$ cat config.mk
export PLATFORM = sky130hd
export DESIGN_NAME = fsb_status_bank
export DESIGN_NICKNAME = d
export VERILOG_FILES = /design/src/design/fsb_pkg.sv /design/src/design/fsb_sync.sv /design/src/design/fsb_sticky.sv /design/src/design/fsb_status_bank.sv
export VERILOG_INCLUDE_DIRS = /design/src /design/src/design
export SDC_FILE = /design/constraint.sdc
export NUM_CORES = 1
export LEC_CHECK = 0
export ABC_CLOCK_PERIOD_IN_PS = 1300
export BUFFER_PORTS_ARGS = -buffer_cell sky130_fd_sc_hd__clkbuf_2
export CAP_MARGIN = 10
export CORE_MARGIN = 2
export CORE_UTILIZATION = 49
export CTS_BUF_LIST = sky130_fd_sc_hd__clkbuf_16
export DETAILED_ROUTE_END_ITERATION = 10
export PLACE_DENSITY = 0.77
export SLEW_MARGIN = 10
export SYNTH_ARGS = -nofsm -noshare
export SYNTH_HDL_FRONTEND = slang
export SYNTH_HIERARCHICAL = 1
export SYNTH_SLANG_ARGS = --single-unit
$ cat constraint.sdc
create_clock -name core_clk -period 1.3 [get_ports core_clk]
set_input_delay 0.13 -clock core_clk [delete_from_list [all_inputs] [get_ports core_clk]]
set_output_delay 0.13 -clock core_clk [all_outputs]
set_load 0.005 [all_outputs]
$ cat src/design/fsb_regs.svh
// Register selectors, bit positions and reset values of the fault status bank
`ifndef FSB_REGS_SVH
`define FSB_REGS_SVH

// Selector pattern carried in address bits [6:2]
`define FSB_SEL_GLOBAL 5'h06
`define FSB_SEL_OC_LOW 5'h16

// Global fault status bit positions
`define FSB_BIT_SPI_ERR 7
`define FSB_BIT_LOAD_FAULT 6
`define FSB_BIT_UNDERVOLT 5
`define FSB_BIT_OVERVOLT 4
`define FSB_BIT_NO_POR 3
`define FSB_BIT_THERM_SD 2
`define FSB_BIT_THERM_PW 1
`define FSB_BIT_RSVD 0

// Reset values
`define FSB_STATUS_RST 8'h00
`define FSB_BIT_RST 1'h0
`define FSB_SYNC_RST 1'h0

// Sticky bits of the global register that hardware sets and a clear resets
`define FSB_GLOBAL_STICKY_MASK 8'hB6

`endif

$ cat src/design/fsb_pkg.sv
// Types shared by the fault status bank
package fsb_pkg;

  // Address byte of one serial command
  typedef struct packed {
    logic clear_select_bit;
    logic [4:0] sel;
    logic chain_response_bit;
    logic frame_one;
  } fsb_cmd_t;

  // Analog detector levels, asynchronous to core_clk
  typedef struct packed {
    logic undervolt;
    logic overvolt;
    logic therm_sd;
    logic therm_pw;
    logic [7:0] overcurrent;
  } fsb_det_t;

  // Answer to one command
  typedef struct packed {
    logic hit;
    logic chain_response_bit;
    logic [7:0] data;
  } fsb_rsp_t;

endpackage

$ cat src/design/fsb_sync.sv
// Two-flop synchroniser for a vector of independent levels
`timescale 1ns/1ps
`include "fsb_regs.svh"
module fsb_sync #(
  parameter int W = 1
) (
  // Clock and reset
  input wire logic core_clk,
  input wire logic arst_n,
  // Levels
  input wire logic [W-1:0] async_in,
  output logic [W-1:0] sync_out
);
  logic [W-1:0] meta_r;
  logic [W-1:0] meta_nxt;
  logic [W-1:0] sync_nxt;

  always_comb begin
    meta_nxt = async_in;
    sync_nxt = meta_r;
  end

  always_ff @(posedge core_clk or negedge arst_n) begin
    if (!arst_n) begin
      meta_r <= {W{`FSB_SYNC_RST}};
      sync_out <= {W{`FSB_SYNC_RST}};
    end else begin
      meta_r <= meta_nxt;
      sync_out <= sync_nxt;
    end
  end
endmodule // fsb_sync

$ cat src/design/fsb_sticky.sv
// Bank of sticky flags where a set in the clearing cycle wins
`timescale 1ns/1ps
`include "fsb_regs.svh"
module fsb_sticky #(
  parameter int W = 8
) (
  // Clock and reset
  input wire logic core_clk,
  input wire logic arst_n,
  // Per-flag controls
  input wire logic [W-1:0] set_in,
  input wire logic [W-1:0] clr_in,
  // Flags
  output logic [W-1:0] flag_nxt,
  output logic [W-1:0] flag_q
);
  genvar i;
  generate
    for (i = 0; i < W; i++) begin : g_bit
      // An event in the clearing cycle re-arms the flag so it is never lost
      always_comb begin
        flag_nxt[i] = (flag_q[i] & ~clr_in[i]) | set_in[i];
      end
    end
  endgenerate

  always_ff @(posedge core_clk or negedge arst_n) begin
    if (!arst_n) begin
      flag_q <= {W{`FSB_BIT_RST}};
    end else begin
      flag_q <= flag_nxt;
    end
  end
endmodule // fsb_sticky

$ cat src/design/fsb_status_bank.sv
// Global fault and lower overcurrent status registers with read and clear commands
`timescale 1ns/1ps
`include "fsb_regs.svh"

// Operation
// RULE1: protocol error sets sticky top bit
// RULE2: bit six ORs all load faults
// RULE3: clear leaves load summary unchanged
// RULE4: summary drops once all faults cleared
// RULE5: undervoltage latches bit five, disables outputs
// RULE6: overvoltage latches bit four, disables outputs
// RULE7: bit three zero after power-on reset
// RULE8: thermal shutdown latches bit two, disables outputs
// RULE9: prewarning sets bit one, outputs stay
// RULE10: bit zero always reads zero
// RULE11: all flags zero after reset
// RULE12: overcurrent flags ordered bridge four high first
// RULE13: overcurrent latches flag, switch off until cleared
// RULE14: global register selected by pattern 00110
// RULE15: overcurrent register selected by pattern 10110
// RULE16: top address bit zero reads unchanged
// RULE17: top address bit one clears flags
// RULE18: flags never self-clear
// RULE19: event during clear keeps flag set
// RULE20: detectors synchronised before setting flags
module fsb_status_bank (
  // Clock and reset
  input wire logic core_clk,
  input wire logic arst_n,
  // Command from the serial front end
  input wire logic cmd_valid,
  input wire fsb_pkg::fsb_cmd_t cmd_byte,
  input wire logic frame_err,
  // Answer
  output logic rsp_valid,
  output fsb_pkg::fsb_rsp_t rsp,
  // Detectors and summaries of other registers
  input wire fsb_pkg::fsb_det_t det_raw,
  input wire logic open_load_any,
  input wire logic overcurrent_other_any,
  // Status and protection
  output logic [7:0] global_fault_status,
  output logic [7:0] overcurrent_flags_bank_one,
  output logic bridge_disable_all,
  output logic [7:0] switch_off
);
  import fsb_pkg::*;

  fsb_det_t det_s;
  logic sel_global;
  logic sel_oc_low;
  logic clr_global;
  logic clr_oc_low;
  logic [7:0] glob_set;
  logic [7:0] glob_clr;
  logic [7:0] glob_nxt;
  logic [7:0] glob_q;
  logic [7:0] oc_nxt;
  logic [7:0] oc_q;
  logic load_fault_summary_r;
  logic load_fault_summary_nxt;
  logic no_poweron_reset_flag_r;
  logic no_poweron_reset_flag_nxt;
  logic disable_all_r;
  logic disable_all_nxt;
  logic rsp_valid_r;
  logic rsp_valid_nxt;
  fsb_rsp_t rsp_r;
  fsb_rsp_t rsp_nxt;
  logic [7:0] global_view;

  // Analog detectors are asynchronous to core_clk
  fsb_sync #(
    .W($bits(fsb_det_t))
  ) u_det_sync (
    .core_clk(core_clk),
    .arst_n(arst_n),
    .async_in(det_raw),
    .sync_out(det_s)
  ); // RULE20

  // Address decode; bit zero of a valid address byte is always one
  always_comb begin
    sel_global = cmd_valid && cmd_byte.frame_one && (cmd_byte.sel == `FSB_SEL_GLOBAL); // RULE14
    sel_oc_low = cmd_valid && cmd_byte.frame_one && (cmd_byte.sel == `FSB_SEL_OC_LOW); // RULE15
    clr_global = sel_global && cmd_byte.clear_select_bit; // RULE17
    clr_oc_low = sel_oc_low && cmd_byte.clear_select_bit; // RULE17
  end

  // Global sticky flags; only a clear command or arst_n resets them
  always_comb begin
    glob_set = `FSB_STATUS_RST;
    glob_set[`FSB_BIT_SPI_ERR] = frame_err; // RULE1
    glob_set[`FSB_BIT_UNDERVOLT] = det_s.undervolt; // RULE5
    glob_set[`FSB_BIT_OVERVOLT] = det_s.overvolt; // RULE6
    glob_set[`FSB_BIT_THERM_SD] = det_s.therm_sd; // RULE8
    glob_set[`FSB_BIT_THERM_PW] = det_s.therm_pw; // RULE9
    glob_clr = clr_global ? `FSB_GLOBAL_STICKY_MASK : `FSB_STATUS_RST; // RULE17 RULE18
  end

  fsb_sticky #(
    .W(8)
  ) u_global_flags (
    .core_clk(core_clk),
    .arst_n(arst_n),
    .set_in(glob_set),
    .clr_in(glob_clr),
    .flag_nxt(glob_nxt),
    .flag_q(glob_q)
  ); // RULE19

  // Overcurrent flags of bridges one to four, bit order as the detector vector
  fsb_sticky #(
    .W(8)
  ) u_oc_flags (
    .core_clk(core_clk),
    .arst_n(arst_n),
    .set_in(det_s.overcurrent),
    .clr_in({8{clr_oc_low}}),
    .flag_nxt(oc_nxt),
    .flag_q(oc_q)
  ); // RULE12 RULE13 RULE19

  // Summary, power-on marker and global disable
  always_comb begin
    load_fault_summary_nxt = (|oc_nxt) | open_load_any |
                             overcurrent_other_any; // RULE2 RULE3 RULE4
    // Marker stays zero until software acknowledges the reset by clearing it
    no_poweron_reset_flag_nxt = no_poweron_reset_flag_r | clr_global; // RULE7
    disable_all_nxt = glob_nxt[`FSB_BIT_UNDERVOLT] | glob_nxt[`FSB_BIT_OVERVOLT] |
                      glob_nxt[`FSB_BIT_THERM_SD]; // RULE5 RULE6 RULE8
  end

  always_ff @(posedge core_clk or negedge arst_n) begin
    if (!arst_n) begin
      load_fault_summary_r <= `FSB_BIT_RST; // RULE11
      no_poweron_reset_flag_r <= `FSB_BIT_RST; // RULE11
      disable_all_r <= `FSB_BIT_RST;
    end else begin
      load_fault_summary_r <= load_fault_summary_nxt;
      no_poweron_reset_flag_r <= no_poweron_reset_flag_nxt;
      disable_all_r <= disable_all_nxt;
    end
  end

  // Assembled view of the global register
  always_comb begin
    global_view = glob_q & `FSB_GLOBAL_STICKY_MASK;
    global_view[`FSB_BIT_LOAD_FAULT] = load_fault_summary_r;
    global_view[`FSB_BIT_NO_POR] = no_poweron_reset_flag_r;
    global_view[`FSB_BIT_RSVD] = `FSB_BIT_RST; // RULE10
  end

  // Answer carries the contents before any clear of the same command
  always_comb begin
    rsp_valid_nxt = cmd_valid;
    rsp_nxt.hit = sel_global | sel_oc_low;
    rsp_nxt.chain_response_bit = cmd_byte.chain_response_bit;
    if (sel_global) begin
      rsp_nxt.data = global_view; // RULE16
    end else if (sel_oc_low) begin
      rsp_nxt.data = oc_q; // RULE16
    end else begin
      rsp_nxt.data = `FSB_STATUS_RST;
    end
  end

  always_ff @(posedge core_clk or negedge arst_n) begin
    if (!arst_n) begin
      rsp_valid_r <= `FSB_BIT_RST;
      rsp_r <= '0;
    end else begin
      rsp_valid_r <= rsp_valid_nxt;
      rsp_r <= rsp_nxt;
    end
  end

  assign rsp_valid = rsp_valid_r;
  assign rsp = rsp_r;
  assign global_fault_status = global_view;
  assign overcurrent_flags_bank_one = oc_q;
  assign bridge_disable_all = disable_all_r;
  assign switch_off = oc_q; // RULE13

  a_spi_err_set: assert property (@(posedge core_clk) disable iff (!arst_n) // RULE1
    frame_err |=> global_view[`FSB_BIT_SPI_ERR])
    else $error("protocol error did not set flag");

  a_load_sum_or: assert property (@(posedge core_clk) disable iff (!arst_n) // RULE2
    ##1 load_fault_summary_r == ((|oc_q) | $past(open_load_any) |
    $past(overcurrent_other_any)))
    else $error("load summary differs from fault OR");

  a_load_keep_clr: assert property (@(posedge core_clk) disable iff (!arst_n) // RULE3
    (clr_global && (|oc_q) && !clr_oc_low) |=> load_fault_summary_r)
    else $error("global clear dropped load summary");

  a_load_auto_zero: assert property (@(posedge core_clk) disable iff (!arst_n) // RULE4
    (clr_oc_low && !(|det_s.overcurrent) && !open_load_any && !overcurrent_other_any)
    |=> !load_fault_summary_r)
    else $error("load summary not released");

  a_uv_disable: assert property (@(posedge core_clk) disable iff (!arst_n) // RULE5
    det_s.undervolt |=> global_view[`FSB_BIT_UNDERVOLT] && bridge_disable_all)
    else $error("undervoltage not latched or outputs on");

  a_ov_disable: assert property (@(posedge core_clk) disable iff (!arst_n) // RULE6
    det_s.overvolt |=> global_view[`FSB_BIT_OVERVOLT] && bridge_disable_all)
    else $error("overvoltage not latched or outputs on");

  a_no_poweron_reset_flag_sets: assert property (@(posedge core_clk) disable iff (!arst_n) // RULE7
    clr_global |=> global_view[`FSB_BIT_NO_POR] ##1 global_view[`FSB_BIT_NO_POR])
    else $error("power-on marker not set by clear");

  a_tsd_disable: assert property (@(posedge core_clk) disable iff (!arst_n) // RULE8
    det_s.therm_sd |=> global_view[`FSB_BIT_THERM_SD] && bridge_disable_all)
    else $error("thermal shutdown not latched or outputs on");

  a_tpw_no_off: assert property (@(posedge core_clk) disable iff (!arst_n) // RULE9
    (global_view[`FSB_BIT_THERM_PW] && !global_view[`FSB_BIT_UNDERVOLT] &&
    !global_view[`FSB_BIT_OVERVOLT] && !global_view[`FSB_BIT_THERM_SD])
    |-> !bridge_disable_all)
    else $error("prewarning disabled outputs");

  a_rsvd_zero: assert property (@(posedge core_clk) disable iff (!arst_n) // RULE10
    rsp_valid && $past(sel_global) |-> !rsp.data[`FSB_BIT_RSVD])
    else $error("reserved bit read as one");

  a_oc_latch_off: assert property (@(posedge core_clk) disable iff (!arst_n) // RULE12 RULE13
    (|det_s.overcurrent) |=> ((switch_off & $past(det_s.overcurrent)) ==
    $past(det_s.overcurrent)))
    else $error("overcurrent not latched or switch on");

  a_read_keeps: assert property (@(posedge core_clk) disable iff (!arst_n) // RULE16 RULE18
    (sel_oc_low && !cmd_byte.clear_select_bit) |=> oc_q == ($past(oc_q) |
    $past(det_s.overcurrent)))
    else $error("read changed overcurrent flags");

  a_clear_oc: assert property (@(posedge core_clk) disable iff (!arst_n) // RULE17 RULE19
    clr_oc_low |=> oc_q == $past(det_s.overcurrent))
    else $error("overcurrent clear wrong");

  a_uv_set_wins: assert property (@(posedge core_clk) disable iff (!arst_n) // RULE19
    (clr_global && det_s.undervolt) |=> global_view[`FSB_BIT_UNDERVOLT])
    else $error("undervoltage lost during clear");

  a_sync_delay: assert property (@(posedge core_clk) disable iff (!arst_n) // RULE20
    det_raw.therm_sd |-> ##3 global_view[`FSB_BIT_THERM_SD])
    else $error("detector not latched after synchroniser");

  a_sel_decode: assert property (@(posedge core_clk) disable iff (!arst_n) // RULE14
    (cmd_valid && cmd_byte.frame_one && cmd_byte.sel == `FSB_SEL_GLOBAL) |=>
    rsp_valid && rsp.hit)
    else $error("global register address not decoded");

  // Decode and answer checks
  a_sel_decode_oc: assert property (@(posedge core_clk) disable iff (!arst_n) // RULE15
    (cmd_valid && cmd_byte.frame_one && cmd_byte.sel == `FSB_SEL_OC_LOW) |=>
    rsp_valid && rsp.hit)
    else $error("overcurrent register address not decoded");

  a_bad_frame: assert property (@(posedge core_clk) disable iff (!arst_n) // RULE14
    (cmd_valid && !cmd_byte.frame_one) |=>
    rsp_valid && !rsp.hit && rsp.data == `FSB_STATUS_RST)
    else $error("address without frame bit was answered");

  a_bad_sel: assert property (@(posedge core_clk) disable iff (!arst_n) // RULE14 RULE15
    (cmd_valid && cmd_byte.sel != `FSB_SEL_GLOBAL && cmd_byte.sel != `FSB_SEL_OC_LOW) |=>
    !rsp.hit && rsp.data == `FSB_STATUS_RST)
    else $error("unknown address was answered");

  a_rsp_pulse: assert property (@(posedge core_clk) disable iff (!arst_n) // RULE16
    rsp_valid |-> $past(cmd_valid))
    else $error("answer strobe without command");

  a_rsp_follow: assert property (@(posedge core_clk) disable iff (!arst_n) // RULE16
    cmd_valid |=> rsp_valid)
    else $error("command earned no answer strobe");

  a_glob_data: assert property (@(posedge core_clk) disable iff (!arst_n) // RULE16
    sel_global |=> rsp.data == $past(global_view))
    else $error("global answer differs from register");

  a_oc_data: assert property (@(posedge core_clk) disable iff (!arst_n) // RULE16
    sel_oc_low |=> rsp.data == $past(oc_q))
    else $error("overcurrent answer differs from register");

  a_chain_echo: assert property (@(posedge core_clk) disable iff (!arst_n) // RULE14
    cmd_valid |=> rsp.chain_response_bit == $past(cmd_byte.chain_response_bit))
    else $error("chain bit not echoed");

  // Latching and clearing checks
  a_glob_no_self: assert property (@(posedge core_clk) disable iff (!arst_n) // RULE18
    !clr_global |=> (glob_q & $past(glob_q)) == $past(glob_q))
    else $error("global flag cleared without command");

  a_oc_no_self: assert property (@(posedge core_clk) disable iff (!arst_n) // RULE18
    !clr_oc_low |=> (oc_q & $past(oc_q)) == $past(oc_q))
    else $error("overcurrent flag cleared without command");

  a_switch_hold: assert property (@(posedge core_clk) disable iff (!arst_n) // RULE13
    !clr_oc_low |=> (switch_off & $past(switch_off)) == $past(switch_off))
    else $error("switch released without clear");

  a_oc_set_wins: assert property (@(posedge core_clk) disable iff (!arst_n) // RULE19
    (clr_oc_low && (|det_s.overcurrent)) |=> (|oc_q))
    else $error("overcurrent lost during clear");

  a_no_poweron_reset_flag_hold: assert property (@(posedge core_clk) disable iff (!arst_n) // RULE7
    no_poweron_reset_flag_r |=> no_poweron_reset_flag_r)
    else $error("power-on marker dropped without reset");

  a_no_poweron_reset_flag_low: assert property (@(posedge core_clk) disable iff (!arst_n) // RULE7
    (!no_poweron_reset_flag_r && !clr_global) |=> !no_poweron_reset_flag_r)
    else $error("power-on marker set without clear");

  a_clear_glob: assert property (@(posedge core_clk) disable iff (!arst_n) // RULE17
    (clr_global && !frame_err && !det_s.undervolt && !det_s.overvolt && !det_s.therm_sd &&
    !det_s.therm_pw) |=> (global_view & `FSB_GLOBAL_STICKY_MASK) == `FSB_STATUS_RST)
    else $error("global clear left a flag set");

  a_tpw_latch: assert property (@(posedge core_clk) disable iff (!arst_n) // RULE9
    det_s.therm_pw |=> global_view[`FSB_BIT_THERM_PW])
    else $error("prewarning not latched");

  a_oc_sum_set: assert property (@(posedge core_clk) disable iff (!arst_n) // RULE2
    (|oc_q) |-> load_fault_summary_r)
    else $error("overcurrent flag missing from summary");

  a_other_sum: assert property (@(posedge core_clk) disable iff (!arst_n) // RULE2
    (open_load_any || overcurrent_other_any) |=> load_fault_summary_r)
    else $error("other load fault missing from summary");

  // Reset and protection checks
  a_disable_eq: assert property (@(posedge core_clk) disable iff (!arst_n) // RULE5 RULE6 RULE8
    bridge_disable_all == (global_view[`FSB_BIT_UNDERVOLT] | global_view[`FSB_BIT_OVERVOLT] |
    global_view[`FSB_BIT_THERM_SD]))
    else $error("global disable differs from latched faults");

  a_reset_clean: assert property (@(posedge core_clk) disable iff (!arst_n) // RULE11
    $rose(arst_n) |-> global_view == `FSB_STATUS_RST && oc_q == `FSB_STATUS_RST &&
    !rsp_valid)
    else $error("flag not zero after reset");
endmodule // fsb_status_bank

# Word level (Yosys, flattened, before mapping)
# Index checks and enable logic that the tools add are counted.
# Widths: inputs -> output; s select.
# classes
eq_ne,2
n_mux,3
bitwise,44
n_reduce_logical,6
# ops
op,n
$mux 8,3
$or 1x1->1,19
$and 1x1->1,16
$not 1->1,9
$reduce_or 8->1,1
$eq 5x3->1 const B,1
$eq 5x5->1 const B,1
$logic_and 1x1->1,5
# totals
register_bits,54
output_inout_bits,36
word_cells,66

# Longest topological paths before layout
# Gate-level depths: netlist of run 1.
# depth
ltp_word,9
mapped_depth,7
ltp_nobuf,6

# Hierarchy
# Netlist of run 1, hierarchy kept.
# modules_own_cells
mod,instances,cells_each,area_each_um2,seq_area_each_um2
fsb_status_bank,1,59,723.2,350.3
fsb_sync,1,24,600.6,600.6
fsb_sticky,2,24,290.3,200.2

# Least setup slack after synthesis of run 1
# OpenSTA, ideal clock, no wires.
# synth_path
path_type,input -> register
from,input cmd_byte[2] in the netlist's numbering
to,register load_fault_summary_r
setup_ps,133
arrival_ps,1408
required_ps,1167
slack_ps,-240
stages,7
path_buffers,1
path_cell_list,nand2b_1 -> buf_2 -> nor3_2 -> inv_1 -> a21o_1 -> nor4_1 -> nand3_1
# synth_via
elab_chain_cells,9
elab_cells_between_ends,23
classes_between,1 x eq/ne; 19 x bitwise; 3 x reduce/logical
# synth_rtl
item,line_no,rtl
"start, declared",fsb_status_bank.sv:32,"input wire fsb_pkg::fsb_cmd_t cmd_byte,"
$eq 5x5->1 (no source line),--,
$logic_and 1x1->1,fsb_status_bank.sv:85,sel_oc_low = cmd_valid && cmd_byte.frame_one && (cmd_byte.sel == `FSB_SEL_OC_LOW);
$logic_and 1x1->1,fsb_status_bank.sv:87,clr_oc_low = sel_oc_low && cmd_byte.clear_select_bit;
net clr_oc_low,fsb_status_bank.sv:53,logic clr_oc_low;
$not 1->1,fsb_sticky.sv:22,flag_nxt[i] = (flag_q[i] & ~clr_in[i]) | set_in[i];
$and 1x1->1,fsb_sticky.sv:22,
$or 1x1->1,fsb_sticky.sv:22,
net oc_nxt[1],fsb_status_bank.sv:58,logic [7:0] oc_nxt;
$reduce_or 8->1,fsb_status_bank.sv:126,load_fault_summary_nxt = (|oc_nxt) | open_load_any |
$or 1x1->1 (2 in a row),fsb_status_bank.sv:126,
net load_fault_summary_nxt,fsb_status_bank.sv:61,logic load_fault_summary_nxt;
"end signal, assigned",fsb_status_bank.sv:136,load_fault_summary_r <= `FSB_BIT_RST;
"end signal, assigned",fsb_status_bank.sv:140,load_fault_summary_r <= load_fault_summary_nxt;
"end, declared",fsb_status_bank.sv:60,logic load_fault_summary_r;
# The timed path passes the listed nets, and every way through them passes these cells.

# Final worst setup path of run 1
# Ends and elaborated chain as after synthesis.

==> results by stage, run 1 <==
Outcome:
- The run finished with clean final reports.

Route:
- The total length of routed met2 wires is 1610 µm.
- The starting DRC count in detailed routing is 20.
- The number of vias per cell is 4.537.
- The post-route met1 wirelength is 1295 µm.
- The detailed router used layers up to and including met4.
- The number of iterations in the first detailed-routing pass is 4.
- The count of nets left with antenna violations once routing finished came out at 0.
- Summed over all layers, the routed wires come to 3130 µm.
- The remaining routing DRC violations is 0.
- Dividing the detail-routed wire length by the instance count gives 12.83 µm.
- After detailed routing, the met3 layer carries 186 µm of wire.
- The number of vias in the routed layout is 1107.

Layout:
- The number of antenna diodes in the final layout is 0.
- The finished layout cell area is 2430 µm².
- In the final layout, the share of cells above drive strength 1 is 0.4495.
- Relative to the synthesized area, the layout overhead comes to 35.33%.
- Leaving out filler cells and counting taps, the final layout contains 244.
- The fill cell instance count of the final layout is 232.
- The number of nets in the layout is 223.

Die:
- The initial utilization of the core area, before any placement, comes to 0.5256.
- The height of the die is 64.53 µm.
- The top-level I/O count is 62.
- The total area inside the core boundary comes to about 3400 µm².
- The number of rows in the core area is 21.
- The die is 64.53 µm wide.
- The die footprint is 4164 µm².

Synthesis:
- The count of mapped cells out of synthesis is 122.
- The Yosys warning count is 6.
- The mean instance size in the synthesized netlist is 14.72 µm².
- The number of nets handed over by synthesis was roughly 150.
- Summing every instance area after synthesis gives around 1800 µm².

CTS:
- The number of sinks on the clock net is 51.
- The tree is rooted in a sky130_fd_sc_hd__clkbuf_16.
- The H-tree was split into 2 levels.
- The number of buffers created by CTS is 5.
- The clock tree from TritonCTS is done.
- After clock tree synthesis, the clock-pin slew on the worst setup and hold paths is roughly 60 ps.
- Clock latency on the worst-skew pair, taken at its later pin, is about 280 ps.
- No sink is reached through more buffers than the 2 on the longest clock path.

Job:
- The total of max-cap violations is 0.

Critical path:
- STA puts the critical path data arrival time at 1320 ps.
- The start-to-end type of the worst setup path is in -> reg.
- The critical path goes through clkbuf_2 > nand2b_4 > nor3_4 > inv_1 > a21o_1 > nor4_2 > nand3_1.
- The worst endpoint required time is 1450 ps.
- Measured in cells, the most critical reg-to-reg path has a length of 3.
- The cell with the biggest individual delay on the critical path is sky130_fd_sc_hd__nor3_4.
- The kind of cell with the highest combined delay on the critical path is simple AND/OR/NAND/NOR gates.
- The maximum single-stage delay on the critical path is 320 ps.
- The critical path depth in cells is 7.
- The launching element type of the critical path is an input pin.
- Counting both buffers and inverters, the worst setup path holds a total of 2.
- The category of the worst setup path capture point is a flop.
- In this run the worst path has a maximum fanout of 8.

Placement:
- The global placer's final weighted congestion is 0.7706.
- The total of buffers placed on input and output ports is 60.
- The placed instance count is 221.
- After detailed placement, the total cell area comes to roughly 2100 µm².
- The HPWL after detailed placement is 2229 µm.

GRT:
- The number of global-route vias before repair was 1126.
- The number of antenna violations at the first check in global routing is 0.
- The first global-routing pass estimated around 5200 µm of wire.
- The sum of overflow across all layers after global routing is 0.
- Entering global routing, the biggest net connects 52 pins.
- In the global route stage, overall resource usage came out at 0.1734.

STA:
- The worst path needs 1166 ps of the cycle, external delays included.
- Summed over all failing endpoints, the final setup total negative slack is 0 ps.
- In the finished design, the share of the clock period the worst path needs comes to 0.8967.
- The maximum frequency from static timing analysis is 0.8579 GHz.
- The clock tree skew after final layout is 6.559 ps.
- The final count of pins violating max slew is 0.
- The number of hold-slack violations in the final timing report came to 0.
- The number of setup violations in the final report is 0.

Pwr:
- The total power is 3.020 mW.
- Power spread over the standard cell area amounts to 1243 nW/µm².
- The leakage dissipation is 1.133 nW.
- Across the VDD grid, the largest voltage drop is ~1.1 mV.

Hold path:
- The worst hold path stage count is 1.
- The class of the tightest hold or removal check is in -> reg.
==> sequential cells by signal, indices dropped and copies added, names as in the netlist <==
register and flops:
bridge_disable_all 1, load_fault_summary_r 1, no_poweron_reset_flag_r 1, rsp 10
rsp_valid 1, u_det_sync/meta_r 12, u_det_sync/sync_out 12, u_global_flags/flag_q 5
u_oc_flags/flag_q 8
==> layout make-up <==
class,count,area (µm²),area share
sequential,51,1276,0.5252
timing repair buffer,82,513.0,0.2111
multi-input combinational,43,389.1,0.1601
clock buffer,5,125.1,0.05149
tap,46,57.56,0.02369
inverter,14,52.55,0.02163
clock inverter,3,16.27,0.006694
==> cells in the final DEF, fill, tap and decap left out <==
| cell type | n |
|---|---|
| sky130_fd_sc_hd__a21o_1 | 13 |
| sky130_fd_sc_hd__buf_12 | 1 |
| sky130_fd_sc_hd__buf_4 | 7 |
| sky130_fd_sc_hd__clkbuf_16 | 5 |
| sky130_fd_sc_hd__clkbuf_2 | 60 |
| sky130_fd_sc_hd__clkinv_2 | 1 |
| sky130_fd_sc_hd__clkinvlp_4 | 1 |
| sky130_fd_sc_hd__conb_1 | 1 |
| sky130_fd_sc_hd__dfrtp_1 | 51 |
| sky130_fd_sc_hd__dlygate4sd3_1 | 14 |
| sky130_fd_sc_hd__inv_1 | 15 |
| sky130_fd_sc_hd__mux2i_1 | 7 |
| sky130_fd_sc_hd__nand2_1 | 2 |
| sky130_fd_sc_hd__nand2b_4 | 2 |
| sky130_fd_sc_hd__nand3_1 | 1 |
| sky130_fd_sc_hd__nand4b_4 | 1 |
| sky130_fd_sc_hd__nor2_1 | 2 |
| sky130_fd_sc_hd__nor3_1 | 1 |
| sky130_fd_sc_hd__nor3_2 | 7 |
| sky130_fd_sc_hd__nor3_4 | 2 |
| sky130_fd_sc_hd__nor4_2 | 2 |
| sky130_fd_sc_hd__o31ai_1 | 1 |
| sky130_fd_sc_hd__or3_1 | 1 |
==> power breakdown <==
group          total [mW]  internal, mW  switching (mW)
Combinational       0.174        0.0915          0.0825
Clock                1.20         0.701           0.500
Sequential           1.65          1.63          0.0138
Total                3.02          2.42           0.596
==> repair_timing <==
action                                  in CTS  in global routing
resized for setup                            0                  2
buffers inserted                             0                  1
endpoints found under the setup margin       0                  1
hold endpoints to repair                    64                  0
hold buffers                                14                  0
==> per-stage QoR <==
| step | util | setup slack, ps | hold slack, ps |
|---|---|---|---|
| after floorplan | - | -132.9 | -165.6 |
| after global placement | 0.6231 | -173.4 | 137.0 |
| after detailed placement | 0.6231 | -275.0 | 149.7 |
| after CTS | 0.7055 | 22.19 | 5.881 |
| after global routing | 0.7114 | -11.95 | 2.124 |
| final | 0.7114 | 134.3 | 13.93 |
==> worst paths after layout <==
check	start	slack (ps)	endpoint
setup / recovery	cmd_byte[2]	130	load_fault_summary_r
hold / removal	cmd_valid	10	rsp_valid
setup reg to reg	u_oc_flags/flag_q[2]	170	load_fault_summary_r
hold reg to reg	u_det_sync/meta_r[10]	350	u_det_sync/sync_out[10]
max in group asynchronous	arst_n	690	u_det_sync/meta_r[5]
min in group asynchronous	arst_n	370	u_det_sync/meta_r[3]
==> per-layer routing <==
| metal | vias up | GRT usage |
|---|---|---|
| met4 | 0 | 0.07713 |
| met2 | 44 | 0.2773 |
| met1 | 527 | 0.2115 |
| met5 | - | 0 |
| li1 | 532 | - |
| met3 | 4 | 0.06424 |
(Power assumes the default switching activity.)
==> run 2, diff against run 1 <==
- ABC_AREA: not set -> 1
- PLACE_DENSITY: 0.77 -> 0.76
==> results by stage, run 2 <==
Route:
- The uppermost metal layer occupied by signal nets is met4.
- For this run, design rule violations remaining after detail routing come to 0.
- The residual antenna-violating net count after detailed routing is 0.
- For this block, the initial DRC count from the detailed router was 77.
- Detailed routing placed a total of 233 µm of wire on met3.
- Summed over all nets, wire length on met2 after detailed routing comes to 1455 µm.
- The total detailed-routing wirelength is 3052 µm.
- The number of vias per cell is 4.293.
- After detailed routing, the wire length on met1 is roughly 1300 µm.
- The routed length per placed instance is 10.38 µm.
- The first detailed-routing pass ran for 4 iterations.
- The number of vias in the routed layout is around 1300.

Layout:
- 0 antenna diodes ended up in the layout.
- The layout cell share with drive strength beyond 1 is 0.3618.
- The area growth from synthesis to layout is 38.18%.
- In the layout the commonest cells are sky130_fd_sc_hd__clkbuf_2, sky130_fd_sc_hd__dfrtp_1, sky130_fd_sc_hd__nand2_1.
- The most common cell after layout, fill and taps aside is sky130_fd_sc_hd__clkbuf_2.
- At the end of the flow the core is filled with cells to 0.6942.
- After routing the design area is 2522 µm².
- The number of nets in the layout is between 200 and 300.

CTS:
- The total of cells resized after clock tree synthesis is 0.
- The CTS H-tree depth is 2.
- The number of buffers created by CTS is 5.
- The worst-case clock buffer depth is 2.
- The cell chosen for the clock root is sky130_fd_sc_hd__clkbuf_16.
- After clock tree synthesis, the clock-pin slew on the worst setup and hold paths is 60 ps.
- The number of sinks on the clock net is 51.
- The clock tree from TritonCTS is done.
- Clock latency on the worst-skew pair, taken at its later pin, is approximately 290 ps.

Die:
- From left edge to right edge, the die measures ~65 µm.
- The die footprint is roughly 4200 µm².
- The starting utilization of the core area is 0.5024.
- 62 I/O pins were placed.
- In this run the standard cell core region covers ~3600 µm².
- The height of the die is 65.04 µm.
- The number of rows in the core area is 22.

Synthesis:
- The Yosys warning count is 6.
- After synthesis the cells add up to roughly 1800 µm².
- After technology mapping, the gate count stands at 166.
- The mean instance size in the synthesized netlist is 11.00 µm².
- The number of nets in the synthesized netlist is 192.

Critical path:
- The worst register-to-register path begins at u_oc_flags/flag_q[1].
- The start-to-end type of the worst setup path is in -> reg.
- In this run the worst setup path begins at cmd_byte[2].
- In this design, the stage delay of the slowest critical-path cell is 240 ps.
- The kind of cell with the highest combined delay on the critical path is simple AND/OR/NAND/NOR gates.
- Along the worst path, the maximum fanout reaches 7.
- For the worst setup path, the data arrival time is 1320 ps.
- The number of buffer and inverter stages on the critical path is 3.
- The worst endpoint required time is 1480 ps.
- The count of cells along the worst register-to-register path is 5.
- The launching element type of the critical path is an input pin.
- The worst setup path is captured at a flop.
- The worst setup slack for register-to-register paths is 170 ps.
- Counting stages on the worst path, the most repeated cell is sky130_fd_sc_hd__nand2_1.
- The critical path runs through a total of 12 cells.
- The critical path goes through clkbuf_2 > inv_2 > nand2_2 > nor2_8 > nand2_4 > nor2_4 > inv_1 > nand2_1 > nand2_1 > or2_4 > nor2_1 > nand3_1.
- The cell with the biggest individual delay on the critical path is sky130_fd_sc_hd__or2_4.
- In this run the critical register-to-register path is captured at load_fault_summary_r.

STA:
- The worst hold margin is 33.34 ps.
- The worst path needs 1148 ps of the cycle, external delays included.
- The clock tree skew after final layout is between 5 and 6 ps.
- The maximum frequency from static timing analysis is just under 0.9 GHz.
- The final count of pins violating max slew is 0.
- The number of setup violations in the final report is 0.
- Dividing the final minimum period by the clock period gives 0.8829.
- The number of hold-slack violations in the final timing report is 0.
- Setup repair after global routing left no endpoint under its margin.

Placement:
- In this run the cell area measured after placement is 2180 µm².
- At the end of routability-driven placement, the weighted congestion stood at 0.8440.
- The total of buffers placed on input and output ports is 60.
- The estimated wirelength of the detail-placed design is ~2200 µm.

GRT:
- For this run, the total global-route usage over all layers was measured as 0.1666.
- The sum of overflow across all layers after global routing is 0.
- The first global-routing pass estimated ~5000 µm of wire.
- The number of antenna violations at the first check in global routing came to 0.
- The maximum number of pins on one net before global-route repair is 30.
- The number of global-route vias before repair was 1178.

Outcome:
- The flow ran to the end, and the final reports show no timing, DRC or antenna violations.

Pwr:
- The maximum VDD drop is ~0.86 mV.
- The total power is 3.452 mW.
- For this design the ratio of total power to cell area is roughly 1400 nW/µm².
- Summed over all cells, the static leakage comes to between 1 and 1.5 nW.

Hold path:
- For hold timing, the worst endpoint is u_global_flags/flag_q[7].
- The startpoint of the tightest hold check path is frame_err.
- The worst hold path stage count is 3.
- The class of the tightest hold or removal check is in -> reg.

Job:
- The total of max-cap violations is 0.
==> run 2: area by class of cell <==
cell class / count / area, µm²
Fill cell: 263 / 1111
Clock inverter: 3 / 67.56
Timing Repair Buffer: 84 / 518.0
Tap cell: 48 / 60.06
Multi-Input combinational cell: 70 / 351.6
Inverter: 33 / 123.9
Clock buffer: 5 / 125.1
Sequential cell: 51 / 1276
==> run 2: metrics by stage <==
stage,std cells,worst slack [ps],setup TNS [ps]
after floorplan,166,12.12,0
after global placement,271,-71.77,-135.3
after detailed placement,271,-132.8,-209.2
after CTS,294,131.8,0
after global routing,294,50.53,0
final,294,152.3,0
==> run 2: worst max path at each step <==
stage	to	slack, ps
detailed placement	load_fault_summary_r	-130
global placement	load_fault_summary_r	-70
global route	load_fault_summary_r	50
floorplan	load_fault_summary_r	10
CTS	load_fault_summary_r	130
finish	load_fault_summary_r	150
==> run 2: repair_timing <==
item / CTS / global route
hold buffers: 15 / 0
hold endpoints to repair: 65 / 0
setup buffers: 0 / 0
endpoints found under the setup margin: 0 / 0
==> run 2: worst min-delay path: cells and delay by family <==
kind / cells / cell delay (ps)
AND/OR/NAND/NOR: 1 / 50
buffers and inverters: 2 / 110
==> run 2: report_power, final <==
part | leakage, nW | internal [mW] | switching [mW]
combinational | 0.708 | 0.0832 | 0.0856
clock | 0.0900 | 1.10 | 0.539
sequential | 0.568 | 1.63 | 0.0120
==> run 2: metal layers <==
metal	global-route usage	vias to the layer above
met4	0.08073	0
met3	0.07118	10
met2	0.2693	52
met5	0	-
met1	0.1904	571
li1	-	629
